### src/pkg/ctf_pkg.sv
package ctf_pkg;
  localparam int SLOT_COUNT = 16;
  localparam int GMASK_SLOTS = 14;
  localparam int SLOT_LMASK_A = 14;
  localparam int SLOT_LMASK_B = 15;
  localparam int ID_W = 29;
  localparam int STD_ID_W = 11;
  localparam int TS_W = 16;

  localparam logic [7:0] OFF_CLK_SEL = 8'h00;
  localparam logic [7:0] OFF_BIT_CFG = 8'h04;
  localparam logic [7:0] OFF_CTRL = 8'h08;
  localparam logic [7:0] OFF_STATUS = 8'h0C;
  localparam logic [7:0] OFF_ERR_CNT = 8'h10;
  localparam logic [7:0] OFF_TS_VALUE = 8'h14;
  localparam logic [7:0] OFF_GMASK = 8'h18;
  localparam logic [7:0] OFF_LMASK_A = 8'h1C;
  localparam logic [7:0] OFF_LMASK_B = 8'h20;
  localparam logic [7:0] OFF_ID_FMT = 8'h24;
  localparam logic [7:0] OFF_FILT_SUP = 8'h28;
  localparam logic [1:0] RGN_SLOT_ID = 2'h1;
  localparam logic [1:0] RGN_SLOT_CTL = 2'h2;
  localparam logic [1:0] RGN_SLOT_TS = 2'h3;

  localparam int BC_PRESC_LSB = 0;
  localparam int BC_PROP_LSB = 4;
  localparam int BC_PS1_LSB = 8;
  localparam int BC_PS2_LSB = 12;
  localparam int BC_SJW_LSB = 16;
  localparam int CT_TWO_SLOT = 0;
  localparam int CT_FORCE_RET = 1;
  localparam int CT_TS_CLR = 2;
  localparam int CT_TS_DIV_LSB = 3;
  localparam int CT_LISTEN = 5;
  localparam int SC_RX_EN = 0;
  localparam int SC_REMOTE_SEL = 1;
  localparam int SC_NEW_DATA = 3;

  localparam logic [2:0] CLK_SEL_RST = 3'h0;
  localparam logic [31:0] BIT_CFG_RST = 32'h0000_3330;
  localparam logic [ID_W-1:0] MASK_RST = 29'h1FFF_FFFF;

  localparam int TQ_BASE_DIV = 2;
  localparam logic [2:0] CLK_SEL_MAX = 3'h4;
  localparam logic [3:0] RECESSIVE_RUN = 4'hB;
  localparam int BUSOFF_RUNS = 128;
  localparam logic [8:0] TX_ERR_STEP = 9'h008;
  localparam logic [8:0] TX_BUSOFF_LIMIT = 9'h100;

  typedef enum logic [1:0] {SEG_SYNC, SEG_PROP, SEG_PS1, SEG_PS2} ctf_seg_e;
endpackage

### src/core/ctf_top.sv
`timescale 1ns/1ps
// Overview of operation
// Bit split into sync, prop, two phases.
// Late edge lengthens phase one, RESYNC_JUMP_WIDTH max.
// Early edge shortens phase two, RESYNC_JUMP_WIDTH max.
// Bit rate: clock/2/core div/prescaler/quanta.
// Core clock divide 1,2,4,8,16 selectable.
// Prescaler divides by field plus one.
// Global mask 0-13, A 14, B 15.
// Mask covers 11 or 29 bits per format.
// Lower slot wins duplicate identifiers.
// Two-slot pair takes all unstored messages.
// Standard identifier latched, decoded for lookup.
// Pair accepts both frame types in mode.
// Pair alternates; remote flag shows type.
// Software changes mode only in init.
// Software configures pair identically, receive only.
// Pair has no overwrite protection.
// Force return clears counters and bus off.
// Time stamp read returns live count.
// Stamp ticks per bit divided 1,2,4,8.
// Reception captures stamp into slot.
// Listen-only drives nothing onto bus.
// Software requests no transmit while listening.
// 128 recessive runs end bus off.
// Forced return waits 11 recessive; self-clears.
// Stamp clear zeroes counter, self-clears.
// Sample at phase boundary; stamp wraps.
module ctf_top (
  input wire logic mclk,
  input wire logic reset_n,
  input wire logic hsel,
  input wire logic [31:0] haddr,
  input wire logic [1:0] htrans,
  input wire logic hwrite,
  input wire logic [2:0] hsize,
  input wire logic [31:0] hwdata,
  input wire logic hready,
  output logic [31:0] hrdata,
  output logic hreadyout,
  output logic hresp,
  input wire logic can_rx,
  output logic can_tx,
  input wire logic pe_tx_bit,
  input wire logic rx_frame_done,
  input wire logic [ctf_pkg::ID_W-1:0] rx_frame_id,
  input wire logic rx_frame_ext,
  input wire logic rx_frame_remote,
  input wire logic err_rx_inc,
  input wire logic err_tx_inc,
  input wire logic err_dec,
  output logic store_valid,
  output logic [3:0] store_slot,
  output logic store_remote,
  output logic [ctf_pkg::TS_W-1:0] store_ts,
  output logic comm_ready,
  output logic busoff_flag
);
  import ctf_pkg::*;

  logic [31:0] hrdata_q, rdata_d;
  logic hreadyout_q, hresp_q, rd_take, wr_pend_q;
  logic [7:0] a_off, wr_off_q;
  logic [2:0] clk_sel_q, ts_div_q;
  logic [31:0] bit_cfg_q;
  logic two_slot_q, listen_only_q, force_q, ts_clr_q;
  logic [ID_W-1:0] gmask_q, lmask_a_q, lmask_b_q;
  logic [SLOT_COUNT-1:0] id_fmt_q, rx_en_q, rsel_q, rflag_q, newd_q, hit;
  logic [ID_W-1:0] slot_id_q [SLOT_COUNT];
  logic [TS_W-1:0] slot_ts_q [SLOT_COUNT];
  logic [15:0] fs_q;
  logic any_hit, accept, alt_q, basic_pick;
  logic [3:0] first_slot, target;
  logic store_valid_q, store_remote_q, can_tx_q;
  logic [3:0] store_slot_q;
  logic [TS_W-1:0] store_ts_q, ts_cnt_q;
  logic [2:0] ts_pre_q;
  logic sample_pulse, sample_bit, bit_start, run_done;
  logic [3:0] rec_run_q;
  logic [6:0] runs_q;
  logic busoff_q, comm_ready_q;
  logic [7:0] rx_err_q;
  logic [8:0] tx_err_q;

  ctf_bit_timing u_timing (
    .mclk(mclk),
    .reset_n(reset_n),
    .clk_sel(clk_sel_q),
    .prescale(bit_cfg_q[BC_PRESC_LSB +: 4]),
    .prop_len(bit_cfg_q[BC_PROP_LSB +: 3]),
    .ps1_len(bit_cfg_q[BC_PS1_LSB +: 3]),
    .ps2_len(bit_cfg_q[BC_PS2_LSB +: 3]),
    .resync_jump_width(bit_cfg_q[BC_SJW_LSB +: 2]),
    .rx_in(can_rx),
    .sample_pulse(sample_pulse),
    .sample_bit(sample_bit),
    .bit_start(bit_start)
  );

  ////////////////////////////////////////////////////////////////////////////
  // Bus slave. Zero wait states; read data is fetched at the address phase, so a
  // read right behind a write to the same register returns the older value.
  assign a_off = haddr[7:0];
  assign rd_take = hsel && htrans[1] && hready && !hwrite;
  assign hrdata = hrdata_q;
  assign hreadyout = hreadyout_q;
  assign hresp = hresp_q;

  always_ff @(posedge mclk or negedge reset_n) begin
    if (!reset_n) begin
      wr_pend_q <= 1'b0;
      wr_off_q <= 8'h00;
      hrdata_q <= 32'h0000_0000;
      hreadyout_q <= 1'b1;
      hresp_q <= 1'b0;
    end else begin
      wr_pend_q <= hsel && htrans[1] && hready && hwrite;
      wr_off_q <= a_off;
      hreadyout_q <= 1'b1;
      hresp_q <= 1'b0;
      if (rd_take) begin
        hrdata_q <= rdata_d;
      end
    end
  end

  always_comb begin
    rdata_d = 32'h0000_0000;
    case (a_off[7:6])
      RGN_SLOT_ID: rdata_d = {3'h0, slot_id_q[a_off[5:2]]};
      RGN_SLOT_CTL: rdata_d = {28'h0, newd_q[a_off[5:2]], rflag_q[a_off[5:2]], rsel_q[a_off[5:2]],
                               rx_en_q[a_off[5:2]]};
      RGN_SLOT_TS: rdata_d = {16'h0, slot_ts_q[a_off[5:2]]};
      default: begin
        case (a_off)
          OFF_CLK_SEL: rdata_d = {29'h0, clk_sel_q};
          OFF_BIT_CFG: rdata_d = bit_cfg_q;
          OFF_CTRL: rdata_d = {26'h0, listen_only_q, ts_div_q[1:0], ts_clr_q, force_q, two_slot_q};
          OFF_STATUS: rdata_d = {29'h0, alt_q, comm_ready_q, busoff_q};
          OFF_ERR_CNT: rdata_d = {7'h0, tx_err_q, 8'h0, rx_err_q};
          OFF_TS_VALUE: rdata_d = {16'h0, ts_cnt_q};
          OFF_GMASK: rdata_d = {3'h0, gmask_q};
          OFF_LMASK_A: rdata_d = {3'h0, lmask_a_q};
          OFF_LMASK_B: rdata_d = {3'h0, lmask_b_q};
          OFF_ID_FMT: rdata_d = {16'h0, id_fmt_q};
          OFF_FILT_SUP: rdata_d = {16'h0, fs_q};
          default: rdata_d = 32'h0000_0000;
        endcase
      end
    endcase
  end

  always_ff @(posedge mclk or negedge reset_n) begin
    if (!reset_n) begin
      clk_sel_q <= CLK_SEL_RST;
      bit_cfg_q <= BIT_CFG_RST;
      two_slot_q <= 1'b0;
      listen_only_q <= 1'b0;
      ts_div_q <= 3'h0;
      gmask_q <= MASK_RST;
      lmask_a_q <= MASK_RST;
      lmask_b_q <= MASK_RST;
      id_fmt_q <= '0;
    end else if (wr_pend_q) begin
      case (wr_off_q)
        OFF_CLK_SEL: clk_sel_q <= hwdata[2:0];
        OFF_BIT_CFG: bit_cfg_q <= {14'h0, hwdata[17:0]};
        OFF_CTRL: begin
          two_slot_q <= hwdata[CT_TWO_SLOT];
          ts_div_q <= {1'b0, hwdata[CT_TS_DIV_LSB +: 2]};
          listen_only_q <= hwdata[CT_LISTEN];
        end
        OFF_GMASK: gmask_q <= hwdata[ID_W-1:0];
        OFF_LMASK_A: lmask_a_q <= hwdata[ID_W-1:0];
        OFF_LMASK_B: lmask_b_q <= hwdata[ID_W-1:0];
        OFF_ID_FMT: id_fmt_q <= hwdata[SLOT_COUNT-1:0];
        default: ;
      endcase
    end
  end

  // Both command bits read as one for exactly one cycle, then fall back.
  always_ff @(posedge mclk or negedge reset_n) begin
    if (!reset_n) begin
      force_q <= 1'b0;
      ts_clr_q <= 1'b0;
    end else begin
      force_q <= wr_pend_q && wr_off_q == OFF_CTRL && hwdata[CT_FORCE_RET];
      ts_clr_q <= wr_pend_q && wr_off_q == OFF_CTRL && hwdata[CT_TS_CLR];
    end
  end

  ////////////////////////////////////////////////////////////////////////////
  // Acceptance filter. A mask bit of one means that identifier bit is compared.
  generate
    for (genvar i = 0; i < SLOT_COUNT; i++) begin : g_slot
      logic [ID_W-1:0] mask, wmask;
      logic type_ok;
      assign mask = (i < GMASK_SLOTS) ? gmask_q : (i == SLOT_LMASK_A) ? lmask_a_q : lmask_b_q;
      assign wmask = id_fmt_q[i] ? {ID_W{1'b1}} : {{(ID_W-STD_ID_W){1'b0}}, {STD_ID_W{1'b1}}};
      assign type_ok = (two_slot_q && i >= GMASK_SLOTS) || (rsel_q[i] == rx_frame_remote);
      assign hit[i] = rx_en_q[i] && (id_fmt_q[i] == rx_frame_ext) && type_ok &&
                      (((rx_frame_id ^ slot_id_q[i]) & mask & wmask) == '0);

      always_ff @(posedge mclk or negedge reset_n) begin
        if (!reset_n) begin
          slot_id_q[i] <= '0;
          rx_en_q[i] <= 1'b0;
          rsel_q[i] <= 1'b0;
          rflag_q[i] <= 1'b0;
          newd_q[i] <= 1'b0;
          slot_ts_q[i] <= '0;
        end else begin
          if (wr_pend_q && wr_off_q[7:6] == RGN_SLOT_ID && wr_off_q[5:2] == 4'(i)) begin
            slot_id_q[i] <= hwdata[ID_W-1:0];
          end
          if (wr_pend_q && wr_off_q[7:6] == RGN_SLOT_CTL && wr_off_q[5:2] == 4'(i)) begin
            rx_en_q[i] <= hwdata[SC_RX_EN];
            rsel_q[i] <= hwdata[SC_REMOTE_SEL];
            newd_q[i] <= newd_q[i] & hwdata[SC_NEW_DATA];
          end
          // A store overrides a same-cycle write to the new-data flag and ignores unread data.
          if (accept && target == 4'(i)) begin
            rflag_q[i] <= rx_frame_remote;
            newd_q[i] <= 1'b1;
            slot_ts_q[i] <= ts_cnt_q;
          end
        end
      end
    end
  endgenerate

  always_comb begin
    any_hit = 1'b0;
    first_slot = 4'h0;
    for (int k = SLOT_COUNT - 1; k >= 0; k--) begin
      if (hit[k]) begin
        any_hit = 1'b1;
        first_slot = 4'(k);
      end
    end
    basic_pick = two_slot_q && first_slot >= 4'(GMASK_SLOTS);
    target = basic_pick ? (alt_q ? 4'(SLOT_LMASK_B) : 4'(SLOT_LMASK_A)) : first_slot;
    accept = rx_frame_done && comm_ready_q && any_hit;
  end

  always_ff @(posedge mclk or negedge reset_n) begin
    if (!reset_n) begin
      store_valid_q <= 1'b0;
      store_slot_q <= 4'h0;
      store_remote_q <= 1'b0;
      store_ts_q <= '0;
      alt_q <= 1'b0;
      fs_q <= 16'h0000;
    end else begin
      store_valid_q <= accept;
      if (accept) begin
        store_slot_q <= target;
        store_remote_q <= rx_frame_remote;
        store_ts_q <= ts_cnt_q;
      end
      if (accept && basic_pick) begin
        alt_q <= !alt_q;
      end
      if (rx_frame_done && !rx_frame_ext) begin
        fs_q <= {rx_frame_id[10:3], 8'(8'h01 << rx_frame_id[2:0])};
      end
    end
  end

  assign store_valid = store_valid_q;
  assign store_slot = store_slot_q;
  assign store_remote = store_remote_q;
  assign store_ts = store_ts_q;

  ////////////////////////////////////////////////////////////////////////////
  // Fault confinement: error counters, bus off and the recessive-run recovery.
  assign run_done = sample_pulse && sample_bit && rec_run_q == RECESSIVE_RUN - 4'h1;

  always_ff @(posedge mclk or negedge reset_n) begin
    if (!reset_n) begin
      rec_run_q <= 4'h0;
    end else if (force_q && busoff_q) begin
      // A forced return must see a fresh run, not one begun while still bus off.
      rec_run_q <= 4'h0;
    end else if (sample_pulse) begin
      rec_run_q <= (!sample_bit || run_done) ? 4'h0 : rec_run_q + 4'h1;
    end
  end

  always_ff @(posedge mclk or negedge reset_n) begin
    if (!reset_n) begin
      busoff_q <= 1'b0;
      comm_ready_q <= 1'b0;
      rx_err_q <= 8'h00;
      tx_err_q <= 9'h000;
      runs_q <= 7'h00;
    end else if (force_q && busoff_q) begin
      busoff_q <= 1'b0;
      rx_err_q <= 8'h00;
      tx_err_q <= 9'h000;
      runs_q <= 7'h00;
      comm_ready_q <= 1'b0;
    end else if (busoff_q) begin
      if (run_done) begin
        if (runs_q == 7'(BUSOFF_RUNS - 1)) begin
          busoff_q <= 1'b0;
          comm_ready_q <= 1'b1;
          rx_err_q <= 8'h00;
          tx_err_q <= 9'h000;
          runs_q <= 7'h00;
        end else begin
          runs_q <= runs_q + 7'h01;
        end
      end
    end else begin
      if (!comm_ready_q && run_done) begin
        comm_ready_q <= 1'b1;
      end
      if (err_rx_inc && rx_err_q != 8'hFF) begin
        rx_err_q <= rx_err_q + 8'h01;
      end else if (err_dec && rx_err_q != 8'h00) begin
        rx_err_q <= rx_err_q - 8'h01;
      end
      if (err_tx_inc) begin
        if (tx_err_q >= TX_BUSOFF_LIMIT - TX_ERR_STEP) begin
          tx_err_q <= TX_BUSOFF_LIMIT;
          busoff_q <= 1'b1;
          comm_ready_q <= 1'b0;
        end else begin
          tx_err_q <= tx_err_q + TX_ERR_STEP;
        end
      end else if (err_dec && tx_err_q != 9'h000) begin
        tx_err_q <= tx_err_q - 9'h001;
      end
    end
  end

  assign comm_ready = comm_ready_q;
  assign busoff_flag = busoff_q;

  ////////////////////////////////////////////////////////////////////////////
  // Time stamp counter, advancing once per prescaled bit time.
  always_ff @(posedge mclk or negedge reset_n) begin
    if (!reset_n) begin
      ts_pre_q <= 3'h0;
      ts_cnt_q <= '0;
    end else if (ts_clr_q) begin
      ts_pre_q <= 3'h0;
      ts_cnt_q <= '0;
    end else if (bit_start) begin
      if (ts_pre_q >= 3'((4'h1 << ts_div_q) - 4'h1)) begin
        ts_pre_q <= 3'h0;
        ts_cnt_q <= ts_cnt_q + 16'h0001;
      end else begin
        ts_pre_q <= ts_pre_q + 3'h1;
      end
    end
  end

  // Listen-only holds the line recessive, which also suppresses error flags and acks.
  always_ff @(posedge mclk or negedge reset_n) begin
    if (!reset_n) begin
      can_tx_q <= 1'b1;
    end else begin
      can_tx_q <= listen_only_q ? 1'b1 : pe_tx_bit;
    end
  end

  assign can_tx = can_tx_q;

  ////////////////////////////////////////////////////////////////////////////
  logic last_basic_q;
  always_ff @(posedge mclk or negedge reset_n) begin
    if (!reset_n) begin
      last_basic_q <= 1'b1;
    end else if (store_valid_q && store_slot_q[3:1] == 3'h7 && two_slot_q) begin
      last_basic_q <= store_slot_q[0];
    end
  end
endmodule // ctf_top

### src/core/ctf_bit_timing.sv
`timescale 1ns/1ps
module ctf_bit_timing (
  input wire logic mclk,
  input wire logic reset_n,
  input wire logic [2:0] clk_sel,
  input wire logic [3:0] prescale,
  input wire logic [2:0] prop_len,
  input wire logic [2:0] ps1_len,
  input wire logic [2:0] ps2_len,
  input wire logic [1:0] resync_jump_width,
  input wire logic rx_in,
  output logic sample_pulse,
  output logic sample_bit,
  output logic bit_start
);
  import ctf_pkg::*;

  logic [2:0] sel_eff;
  logic [9:0] tq_div;
  logic [9:0] pre_cnt_q;
  logic tq_tick;
  logic [4:0] prop_n, ps1_n, ps2_n, sjw_n, late_err, late_lim, ps1_end, ps2_end, ps2_left;
  logic rx_s1_q, rx_s2_q, rx_prev_q, edge_pend_q, synced_q, resync;
  logic [4:0] cnt_q, ext_q, cut_q;
  ctf_seg_e seg_q;

  always_comb begin
    sel_eff = (clk_sel > CLK_SEL_MAX) ? CLK_SEL_MAX : clk_sel;
    tq_div = 10'(TQ_BASE_DIV * (1 << sel_eff) * (32'(prescale) + 1));
    prop_n = {2'h0, prop_len} + 5'h01;
    ps1_n = {2'h0, ps1_len} + 5'h01;
    ps2_n = {2'h0, ps2_len} + 5'h01;
    sjw_n = {3'h0, resync_jump_width} + 5'h01;
    resync = edge_pend_q && !synced_q;
    late_err = (seg_q == SEG_PROP) ? cnt_q + 5'h01 : prop_n + cnt_q + 5'h01;
    late_lim = (late_err < sjw_n) ? late_err : sjw_n;
    ps1_end = ps1_n + ((resync && seg_q != SEG_SYNC) ? late_lim : ext_q) - 5'h01;
    ps2_left = ps2_n - cnt_q;
    ps2_end = ps2_n - cut_q - 5'h01;
  end

  assign tq_tick = (pre_cnt_q >= tq_div - 10'h001);

  always_ff @(posedge mclk or negedge reset_n) begin
    if (!reset_n) begin
      pre_cnt_q <= 10'h000;
    end else begin
      pre_cnt_q <= tq_tick ? 10'h000 : pre_cnt_q + 10'h001;
    end
  end

  // The first stage feeds only the second; edges are seen on the second stage.
  always_ff @(posedge mclk or negedge reset_n) begin
    if (!reset_n) begin
      rx_s1_q <= 1'b1;
      rx_s2_q <= 1'b1;
      rx_prev_q <= 1'b1;
      edge_pend_q <= 1'b0;
    end else begin
      rx_s1_q <= rx_in;
      rx_s2_q <= rx_s1_q;
      rx_prev_q <= rx_s2_q;
      if (rx_prev_q && !rx_s2_q) begin
        edge_pend_q <= 1'b1;
      end else if (tq_tick) begin
        edge_pend_q <= 1'b0;
      end
    end
  end

  // Only one resynchronisation per bit; an edge inside the sync quantum needs none.
  always_ff @(posedge mclk or negedge reset_n) begin
    if (!reset_n) begin
      seg_q <= SEG_SYNC;
      cnt_q <= 5'h00;
      ext_q <= 5'h00;
      cut_q <= 5'h00;
      synced_q <= 1'b0;
      sample_pulse <= 1'b0;
      sample_bit <= 1'b1;
      bit_start <= 1'b0;
    end else begin
      sample_pulse <= 1'b0;
      bit_start <= 1'b0;
      if (tq_tick) begin
        case (seg_q)
          SEG_SYNC: begin
            seg_q <= SEG_PROP;
            cnt_q <= 5'h00;
            ext_q <= 5'h00;
            cut_q <= 5'h00;
            synced_q <= 1'b0;
          end
          SEG_PROP, SEG_PS1: begin
            if (resync) begin
              ext_q <= late_lim;
              synced_q <= 1'b1;
            end
            if (seg_q == SEG_PROP && cnt_q >= prop_n - 5'h01) begin
              seg_q <= SEG_PS1;
              cnt_q <= 5'h00;
            end else if (seg_q == SEG_PS1 && cnt_q >= ps1_end) begin
              seg_q <= SEG_PS2;
              cnt_q <= 5'h00;
              sample_pulse <= 1'b1;
              sample_bit <= rx_s2_q;
            end else begin
              cnt_q <= cnt_q + 5'h01;
            end
          end
          SEG_PS2: begin
            if (resync && ps2_left <= sjw_n) begin
              seg_q <= SEG_PROP;
              cnt_q <= 5'h00;
              ext_q <= 5'h00;
              cut_q <= 5'h00;
              synced_q <= 1'b0;
              bit_start <= 1'b1;
            end else if (resync) begin
              cut_q <= sjw_n;
              synced_q <= 1'b1;
              cnt_q <= cnt_q + 5'h01;
            end else if (cnt_q >= ps2_end) begin
              seg_q <= SEG_SYNC;
              cnt_q <= 5'h00;
              bit_start <= 1'b1;
            end else begin
              cnt_q <= cnt_q + 5'h01;
            end
          end
          default: seg_q <= SEG_SYNC;
        endcase
      end
    end
  end
endmodule // ctf_bit_timing

### config.mk
export PLATFORM = sky130hd
export DESIGN_NAME = ctf_top
export DESIGN_NICKNAME = d
export VERILOG_FILES = /design/src/pkg/ctf_pkg.sv /design/src/core/ctf_top.sv /design/src/core/ctf_bit_timing.sv
export SDC_FILE = /design/constraint.sdc
export NUM_CORES = 2
export LEC_CHECK = 0
export BUFFER_PORTS_ARGS = -buffer_cell sky130_fd_sc_hd__buf_2
export CORE_MARGIN = 3
export CORE_UTILIZATION = 55
export DETAILED_ROUTE_END_ITERATION = 8
export GPL_TIMING_DRIVEN = 0
export PLACE_DENSITY_LB_ADDON = 0.1
export SYNTH_ARGS = -nofsm -noshare
export SYNTH_HDL_FRONTEND = slang
export SYNTH_SLANG_ARGS = --single-unit
### constraint.sdc
create_clock -name mclk -period 5.4 [get_ports mclk]
set_input_delay 0.81 -clock mclk [delete_from_list [all_inputs] [get_ports mclk]]
set_output_delay 0.81 -clock mclk [all_outputs]
set_load 0.02 [all_outputs]
[Word level (Yosys, flattened, before mapping)]
Cells that the tools add are included.
Operators by class
  eq/ne operators: 97
  multiplexer cells: 175
  bitwise gates (word level): 66
  $mul: 1
  $add $sub $neg: 25
  shift-type cells: 3
  reductions and logical operators: 199
  order comparisons: 12
Operators by type and width (number)
  $and 29x29->29: 32
  $mux 29: 18
  $logic_not 29->1: 16
  $xor 29x29->29: 16
  $pmux 29 s11: 1
  $logic_and 1x1->1: 123
  $bmux 29 s4: 1
  $pmux 32 s3: 1
  $mux 1: 80
  $mux 16: 5
  $mux 4: 20
  $eq 4x4->1 const B: 17
  $bmux 16 s4: 1
  $mux 9: 7
  $mux 5: 12
  $eq 8x5->1 const B: 6
  $mux 8: 6
  $reduce_bool 2->1: 24
  $eq 8x6->1 const B: 5
  $eq 1x1->1: 32
  $eq 4x3->1 const B: 8
  $mul 31x32->9: 1
  $shl 1x3->31 const A: 1
  $pmux 5 s3: 2
  other kinds (65): 143
Storage, ports and cells
  bits in registers: 1079
  output and inout bits: 59
  bits of input ports: 111
  word-level logic and storage cells: 716

[Depth between registers and ports, before layout]
  depth in word-level cells: 27
  gate-level depth with buffers: 28
  depth with buffers taken out: 28

[Hierarchy]
From an unflattened synthesis, not the netlist that was laid out.
Second synthesis, totals
  cell total of the unflattened synthesis: 4630
  area total of the unflattened synthesis: 59064.1 sq um
Modules (own cells, without submodules)
  ctf_top: sequential area each 26167.6 sq um, area each 55211.7 sq um, cells each 4201, instances 1
  ctf_bit_timing: sequential area each 830.8 sq um, area each 3852.4 sq um, cells each 429, instances 1

[Least setup slack after synthesis]
OpenSTA, ideal clock, no wires.
  path type: reg2reg
  from: reg bit_cfg_q[4]
  to: reg u_timing.cnt_q[4]
  library setup time: 0.083 ns
  path slack: 0.030 ns
  period minus slack after synthesis: 5.370 ns
  cell stages (with the launch flop): 26
  data required time: 5.317 ns
  buffers on the path: 0
  arrival: 5.287 ns
  cells stage by stage: dfstp_2 -> ha_1 -> fa_1 -> mux2_2 -> ha_1 -> o21ai_0 -> nand2b_1 -> a221oi_1 -> o21ai_0 -> a21oi_1 -> mux2i_1 -> ha_1 -> inv_1 -> ha_1 -> fa_1 -> inv_1 -> ha_1 -> a21o_1 -> a21oi_1 -> nor2b_1 -> o21ai_0 -> a32o_1 -> nand2b_1 -> nand2b_1 -> nand2b_1 -> o21ai_0
On the way
  word-level cells in the longest chain between the ends: 14
  elaborated cells on any way between the ends: 17
  classes of those cells: add/sub (6); order compare (3); mux (6); reduce/logical (2)
RTL lines
  start, declared: RTL line ctf_top.sv:65  | logic [31:0] bit_cfg_q;
  start signal, assigned: RTL line ctf_top.sv:167  | OFF_BIT_CFG: bit_cfg_q <= {14'h0, hwdata[17:0]};
  $add 3x1->4 (*): RTL line ctf_bit_timing.sv:30  | prop_n = {2'h0, prop_len} + 5'h01;
  $add 5x5->5: RTL line ctf_bit_timing.sv:35  | late_err = (seg_q == SEG_PROP) ? cnt_q + 5'h01 : prop_n + cnt_q + 5'h01;
  $add 5x1->5: RTL line ctf_bit_timing.sv:35
  $mux 5: RTL line ctf_bit_timing.sv:35
  $lt 5x5->1: RTL line ctf_bit_timing.sv:36  | late_lim = (late_err < sjw_n) ? late_err : sjw_n;
  $mux 5: RTL line ctf_bit_timing.sv:36
  $mux 5: RTL line ctf_bit_timing.sv:37  | ps1_end = ps1_n + ((resync && seg_q != SEG_SYNC) ? late_lim : ext_q) - 5'h01;
  $add 5x5->5: RTL line ctf_bit_timing.sv:37
  $sub 5x1->5: RTL line ctf_bit_timing.sv:37
  $ge 5x5->1: RTL line ctf_bit_timing.sv:102  | end else if (seg_q == SEG_PS1 && cnt_q >= ps1_end) begin
  $logic_and 1x1->1: RTL line ctf_bit_timing.sv:102
  $mux 5: RTL line ctf_bit_timing.sv:102
  $mux 5 (*): RTL line ctf_bit_timing.sv:99  | if (seg_q == SEG_PROP && cnt_q >= prop_n - 5'h01) begin
  $pmux 5 s3 (*): RTL line ctf_bit_timing.sv:86  | case (seg_q)
  end signal, assigned: RTL line ctf_bit_timing.sv:108  | cnt_q <= cnt_q + 5'h01;
  end signal, assigned: RTL line ctf_bit_timing.sv:122  | cnt_q <= cnt_q + 5'h01;
  end signal, assigned: RTL line ctf_bit_timing.sv:128  | cnt_q <= cnt_q + 5'h01;
  end, declared: RTL line ctf_bit_timing.sv:24  | logic [4:0] cnt_q, ext_q, cut_q;
Every way passes the cells marked *; elsewhere a longest branch is shown, timed or not.
A chain may end at the register's enable or synchronous reset.

[Final worst setup path]
Same ends and word-level chain as after synthesis.

==> impl_metrics.tcl <==
set metrics [dict create \
    async_reset_ff_share_pct 100 \
    antenna_found_initial 23 \
    num_rows 119 \
    syn_area_per_cell_um2 12.5 \
    worstPathRequired_ns 6.04 \
    skew_ns 0.0294 \
    cp_data_arrival_time_ns 6.11 \
    setup_viol 44 \
    max-cap-violations 1 \
    layout_setup_ws_ns -0.0691 \
    worstPathMaxFanout 5 \
    routed_wl_um 224000 \
    ir_drop_mv 0.235 \
    status "finished with violations" \
    place_hpwl_um 166000 \
    fp.dieW_um 333 \
    cts.clk_slew.worst_paths_ns 0.07 \
    gp_congestion 1.07 \
    violations "max-capacitance violations, max-slew violations, negative setup slack" \
    p_per_area_mw_per_mm2 318 \
    yosys_warnings 0 \
    multi_input_area_mm2 0.0299 \
    maxSlewViolCount 11 \
    synth_seq_cells 1074 \
    hold_viol 0 \
    crit_path_end_kind "flip-flop" \
    via_count 43669 \
    grt_pass1_vias 42686 \
    clockBufferDepth 3 \
    nFillCells 8541 \
    tritoncts "yes" \
    max_slew.worst_pin.slew_ns 1.53 \
    drtAntennaViolNets 0 \
    worst-path-buf-inv 2 \
    cp_top_family "adder cells" \
    clk_latency_ns 0.74 \
    dr.first_iter.drc_count 5431 \
    fin_crit_sh_pct 101 \
    top_usage_layer "met2" \
    area_delta_synth_final_pct 11.7 \
    relSlewSlack_pct -1.96 \
    layout.nets 5176 \
    power_frac_seq_pct 42.9 \
    synth_enable_flop_cells 0 \
    post-place-ws_ns -1.21 \
    root_buffer "clkbuf_16" \
    drt-wirelength-per-cell_um 34.6 \
    path_class "flip-flop to flip-flop" \
    syn-instance-count 4716 \
    cp-startpoint "bit_cfg_q[4]$_DFFE_PN1P_" \
    drive_gt1_share_pct 31.9 \
    crit_path_max_incr_delay_ns 0.66 \
    yosysSeqAreaShare_pct 45.9 \
    port_buffers 90 \
    die-height_um 333 \
    pin_count 170 \
    gr-total-overflow 0 \
    rsz0062_at_grt "true" \
    power_leakage_nw 29.7 \
    grt_pass1_wl_um 316000 \
    min_path_type "primary input to async pin" \
    viasPerCell 6.75 \
    switching_power_mw 6.23 \
    start_util_pct 55.6 \
    netSwitchingFraction_pct 29.9 \
    track_usage_pct 40.1 \
    cp-start-kind "flip-flop" \
    grt_max_degree 170 \
    synth.cell_area_mm2 0.0588 \
    fmax_mhz 183 \
    min_period_ns 5.47 \
    met3_usage_pct 15.0 \
    clock_sinks 1074 \
    htree_num_levels 3 \
    power_frac_comb_pct 18.1 \
    clkPwrFrac_pct 39.1 \
    synth_ff_type "dfrtp_1" \
    p_int_mw 14.6 \
    slowest_stage "dfstp_2" \
    hold_buffers 0 \
    first_pass_iters 9 \
    r2r_start "bit_cfg_q[4]$_DFFE_PN1P_" \
    cts_made_buffers 116 \
    seqCellArea_mm2 0.0270 \
    setup_tns_ns -0.901 \
    remaining_drc_errors 0 \
    yosys.cell_types.count 72 \
    utilization_pct 62.1 \
    grt_use_met2_pct 57.4 \
    fp.dieArea_mm2 0.111 \
    met1_usage_pct 53.5 \
    core_mm2 0.106 \
]
## logic make-up after synthesis
| group | after synthesis | synth area share (%) |
|---|---|---|
| adder cells (fa/ha/maj) | 106 | 2.50 |
| multiplexers | 1101 | 25.9 |
| other | 2 | 0.0128 |
| flip-flops | 1074 | 45.9 |
| XOR/XNOR | 556 | 8.28 |
| AND/OR/NAND/NOR | 690 | 5.60 |
| buffers and inverters | 540 | 3.76 |
| AO/OA/AOI/OAI | 647 | 7.98 |
## power by group through the flow
stage | registers, mW | logic [mW] | clock network, mW
after floorplan | 8.95 | 2.23 | 0
after global placement | 9.06 | 3.36 | 0
after detailed placement | 9.06 | 3.44 | 0
after CTS | 8.92 | 3.59 | 8.19
after global routing | 8.98 | 4.08 | 8.49
final | 8.94 | 3.77 | 8.15
## final cells by class
class,instances,area share [%]
antenna,18,0.0686
buffer,420,2.75
clock buffer,170,5.15
clock inverter,50,0.735
inverter,116,0.669
multi-input combinational,3111,45.5
sequential,1074,41.1
tap,1391,2.65
timing repair buffer,120,1.33
## path summary, 6_finish.rpt
kind	end	slack, ns	depth (start not counted)
max reg2reg	u_timing.cnt_q[4]$_DFFE_PN0N_	-0.07	26
max in group asynchronous	slot_id_q[374]$_DFFE_PN0P_	2.74	4
min	u_timing.pre_cnt_q[9]$_DFF_PN0_	0.02	1
min reg2reg	u_timing.rx_s2_q$_DFF_PN1_	0.36	0
min in group mclk	u_timing.rx_s1_q$_DFF_PN1_	0.24	1
max	u_timing.cnt_q[4]$_DFFE_PN0N_	-0.07	26
## cell usage in the layout, fill, tap and decap left out, types with 20 or more instances in the layout
cell type and count:
nand2b_1 31, buf_4 23, a222oi_1 21, xnor2_1 62
clkbuf_16 119, nand3_1 79, a22o_1 53, o22ai_1 36
buf_2 170, mux2_4 28, ha_1 80, mux2_2 744
nor3_1 33, a22oi_1 185, mux4_2 245, nand2_1 249
clkbuf_2 27, o21ai_0 72, xor2_1 491, clkbuf_1 272
inv_1 113, dfrtp_1 974, a21o_1 20, o2bb2ai_1 35
buf_1 55, clkbuf_8 21, dfstp_2 98, mux2_1 76
clkinv_2 25, nand4_1 44, a21oi_1 65, o31ai_1 23
nor2_1 133, a221oi_1 48
## flip-flops by register name, indices dropped and copies added, names as in the netlist, 4 cells and up
signal              flops
slot_id_q             464
slot_ts_q             256
g_slot.mask            87
hrdata                 29
bit_cfg_q              18
fs_q                   16
id_fmt_q               16
newd_q                 16
rflag_q                16
rsel_q                 16
rx_en_q                16
store_ts               16
ts_cnt_q               16
u_timing.pre_cnt_q     10
tx_err_q                9
rx_err_q                8
wr_off_q                8
runs_q                  7
u_timing.cnt_q          5
u_timing.ext_q          5
rec_run_q               4
store_slot              4
## synth_stat cells, types with 7 or more instances
master	instances	area share, %
a21o_1	20	0.26
a21oi_1	70	0.60
a221oi_1	49	0.73
a222oi_1	21	0.36
a22o_1	53	0.79
a22oi_1	186	2.4
a31oi_1	16	0.17
a41oi_1	17	0.25
and2_1	21	0.22
and3_1	17	0.18
buf_1	64	0.41
buf_2	74	0.63
buf_6	9	0.17
clkbuf_1	271	1.7
dfrtp_1	976	42
dfstp_2	98	4.4
fa_1	19	0.65
ha_1	87	1.9
inv_1	115	0.73
mux2_1	76	1.5
mux2_2	745	14
mux2_4	27	0.69
mux2i_1	8	0.14
mux4_2	245	9.4
nand2_1	250	1.6
nand2b_1	34	0.36
nand3_1	82	0.70
nand4_1	44	0.47
nor2_1	136	0.87
nor2b_1	18	0.19
nor3_1	35	0.30
nor4_1	7	0.074
o21ai_0	78	0.66
o22ai_1	36	0.38
o2bb2ai_1	35	0.52
o31ai_1	27	0.34
o41ai_1	7	0.10
or3_1	7	0.074
xnor2_1	64	0.95
xor2_1	492	7.3
## worst reg2reg max path: stages (launching register included)
cell      delay, ns
dfstp_2        0.66
ha_4           0.25
fa_2           0.40
mux2_4         0.30
ha_4           0.22
o21ai_2        0.05
nand2b_1       0.08
a221oi_2       0.34
o21ai_4        0.16
nor2_2         0.15
a21oi_2        0.05
mux2i_1        0.23
ha_2           0.21
inv_1          0.04
ha_2           0.19
fa_1           0.51
inv_1          0.06
ha_1           0.26
a21o_1         0.16
a21oi_2        0.16
nor2b_1        0.08
o21ai_2        0.14
a32o_2         0.22
nand2b_4       0.07
nand2b_4       0.15
nand2b_4       0.14
o21ai_2        0.09
## timing repair
action / in CTS / in global routing
pin swaps: 16 / 13
setup endpoints to repair: 245 / 164
cloned: 0 / 0
resized for setup: 61 / 37
buffers inserted: 9 / 8
## routing by layer
layer / vias up / routed length [µm]
met5: - / 172
met1: 22699 / 87600
met3: 622 / 27600
met2: 2647 / 95100
li1: 17695 / -
met4: 6 / 13700
## metrics by stage
stage	cells	area [µm²]	hold WS [ns]	power, mW
global placement	6206	61000	0.354	12.4
finish	6470	65700	0.0183	20.9
floorplan	4725	58800	0.345	11.2
detailed placement	6216	61300	0.350	12.5
CTS	6442	65400	0.0476	20.7
global route	6454	65600	0.0735	21.6
No activity file was read; power rests on OpenSTA's default activity.
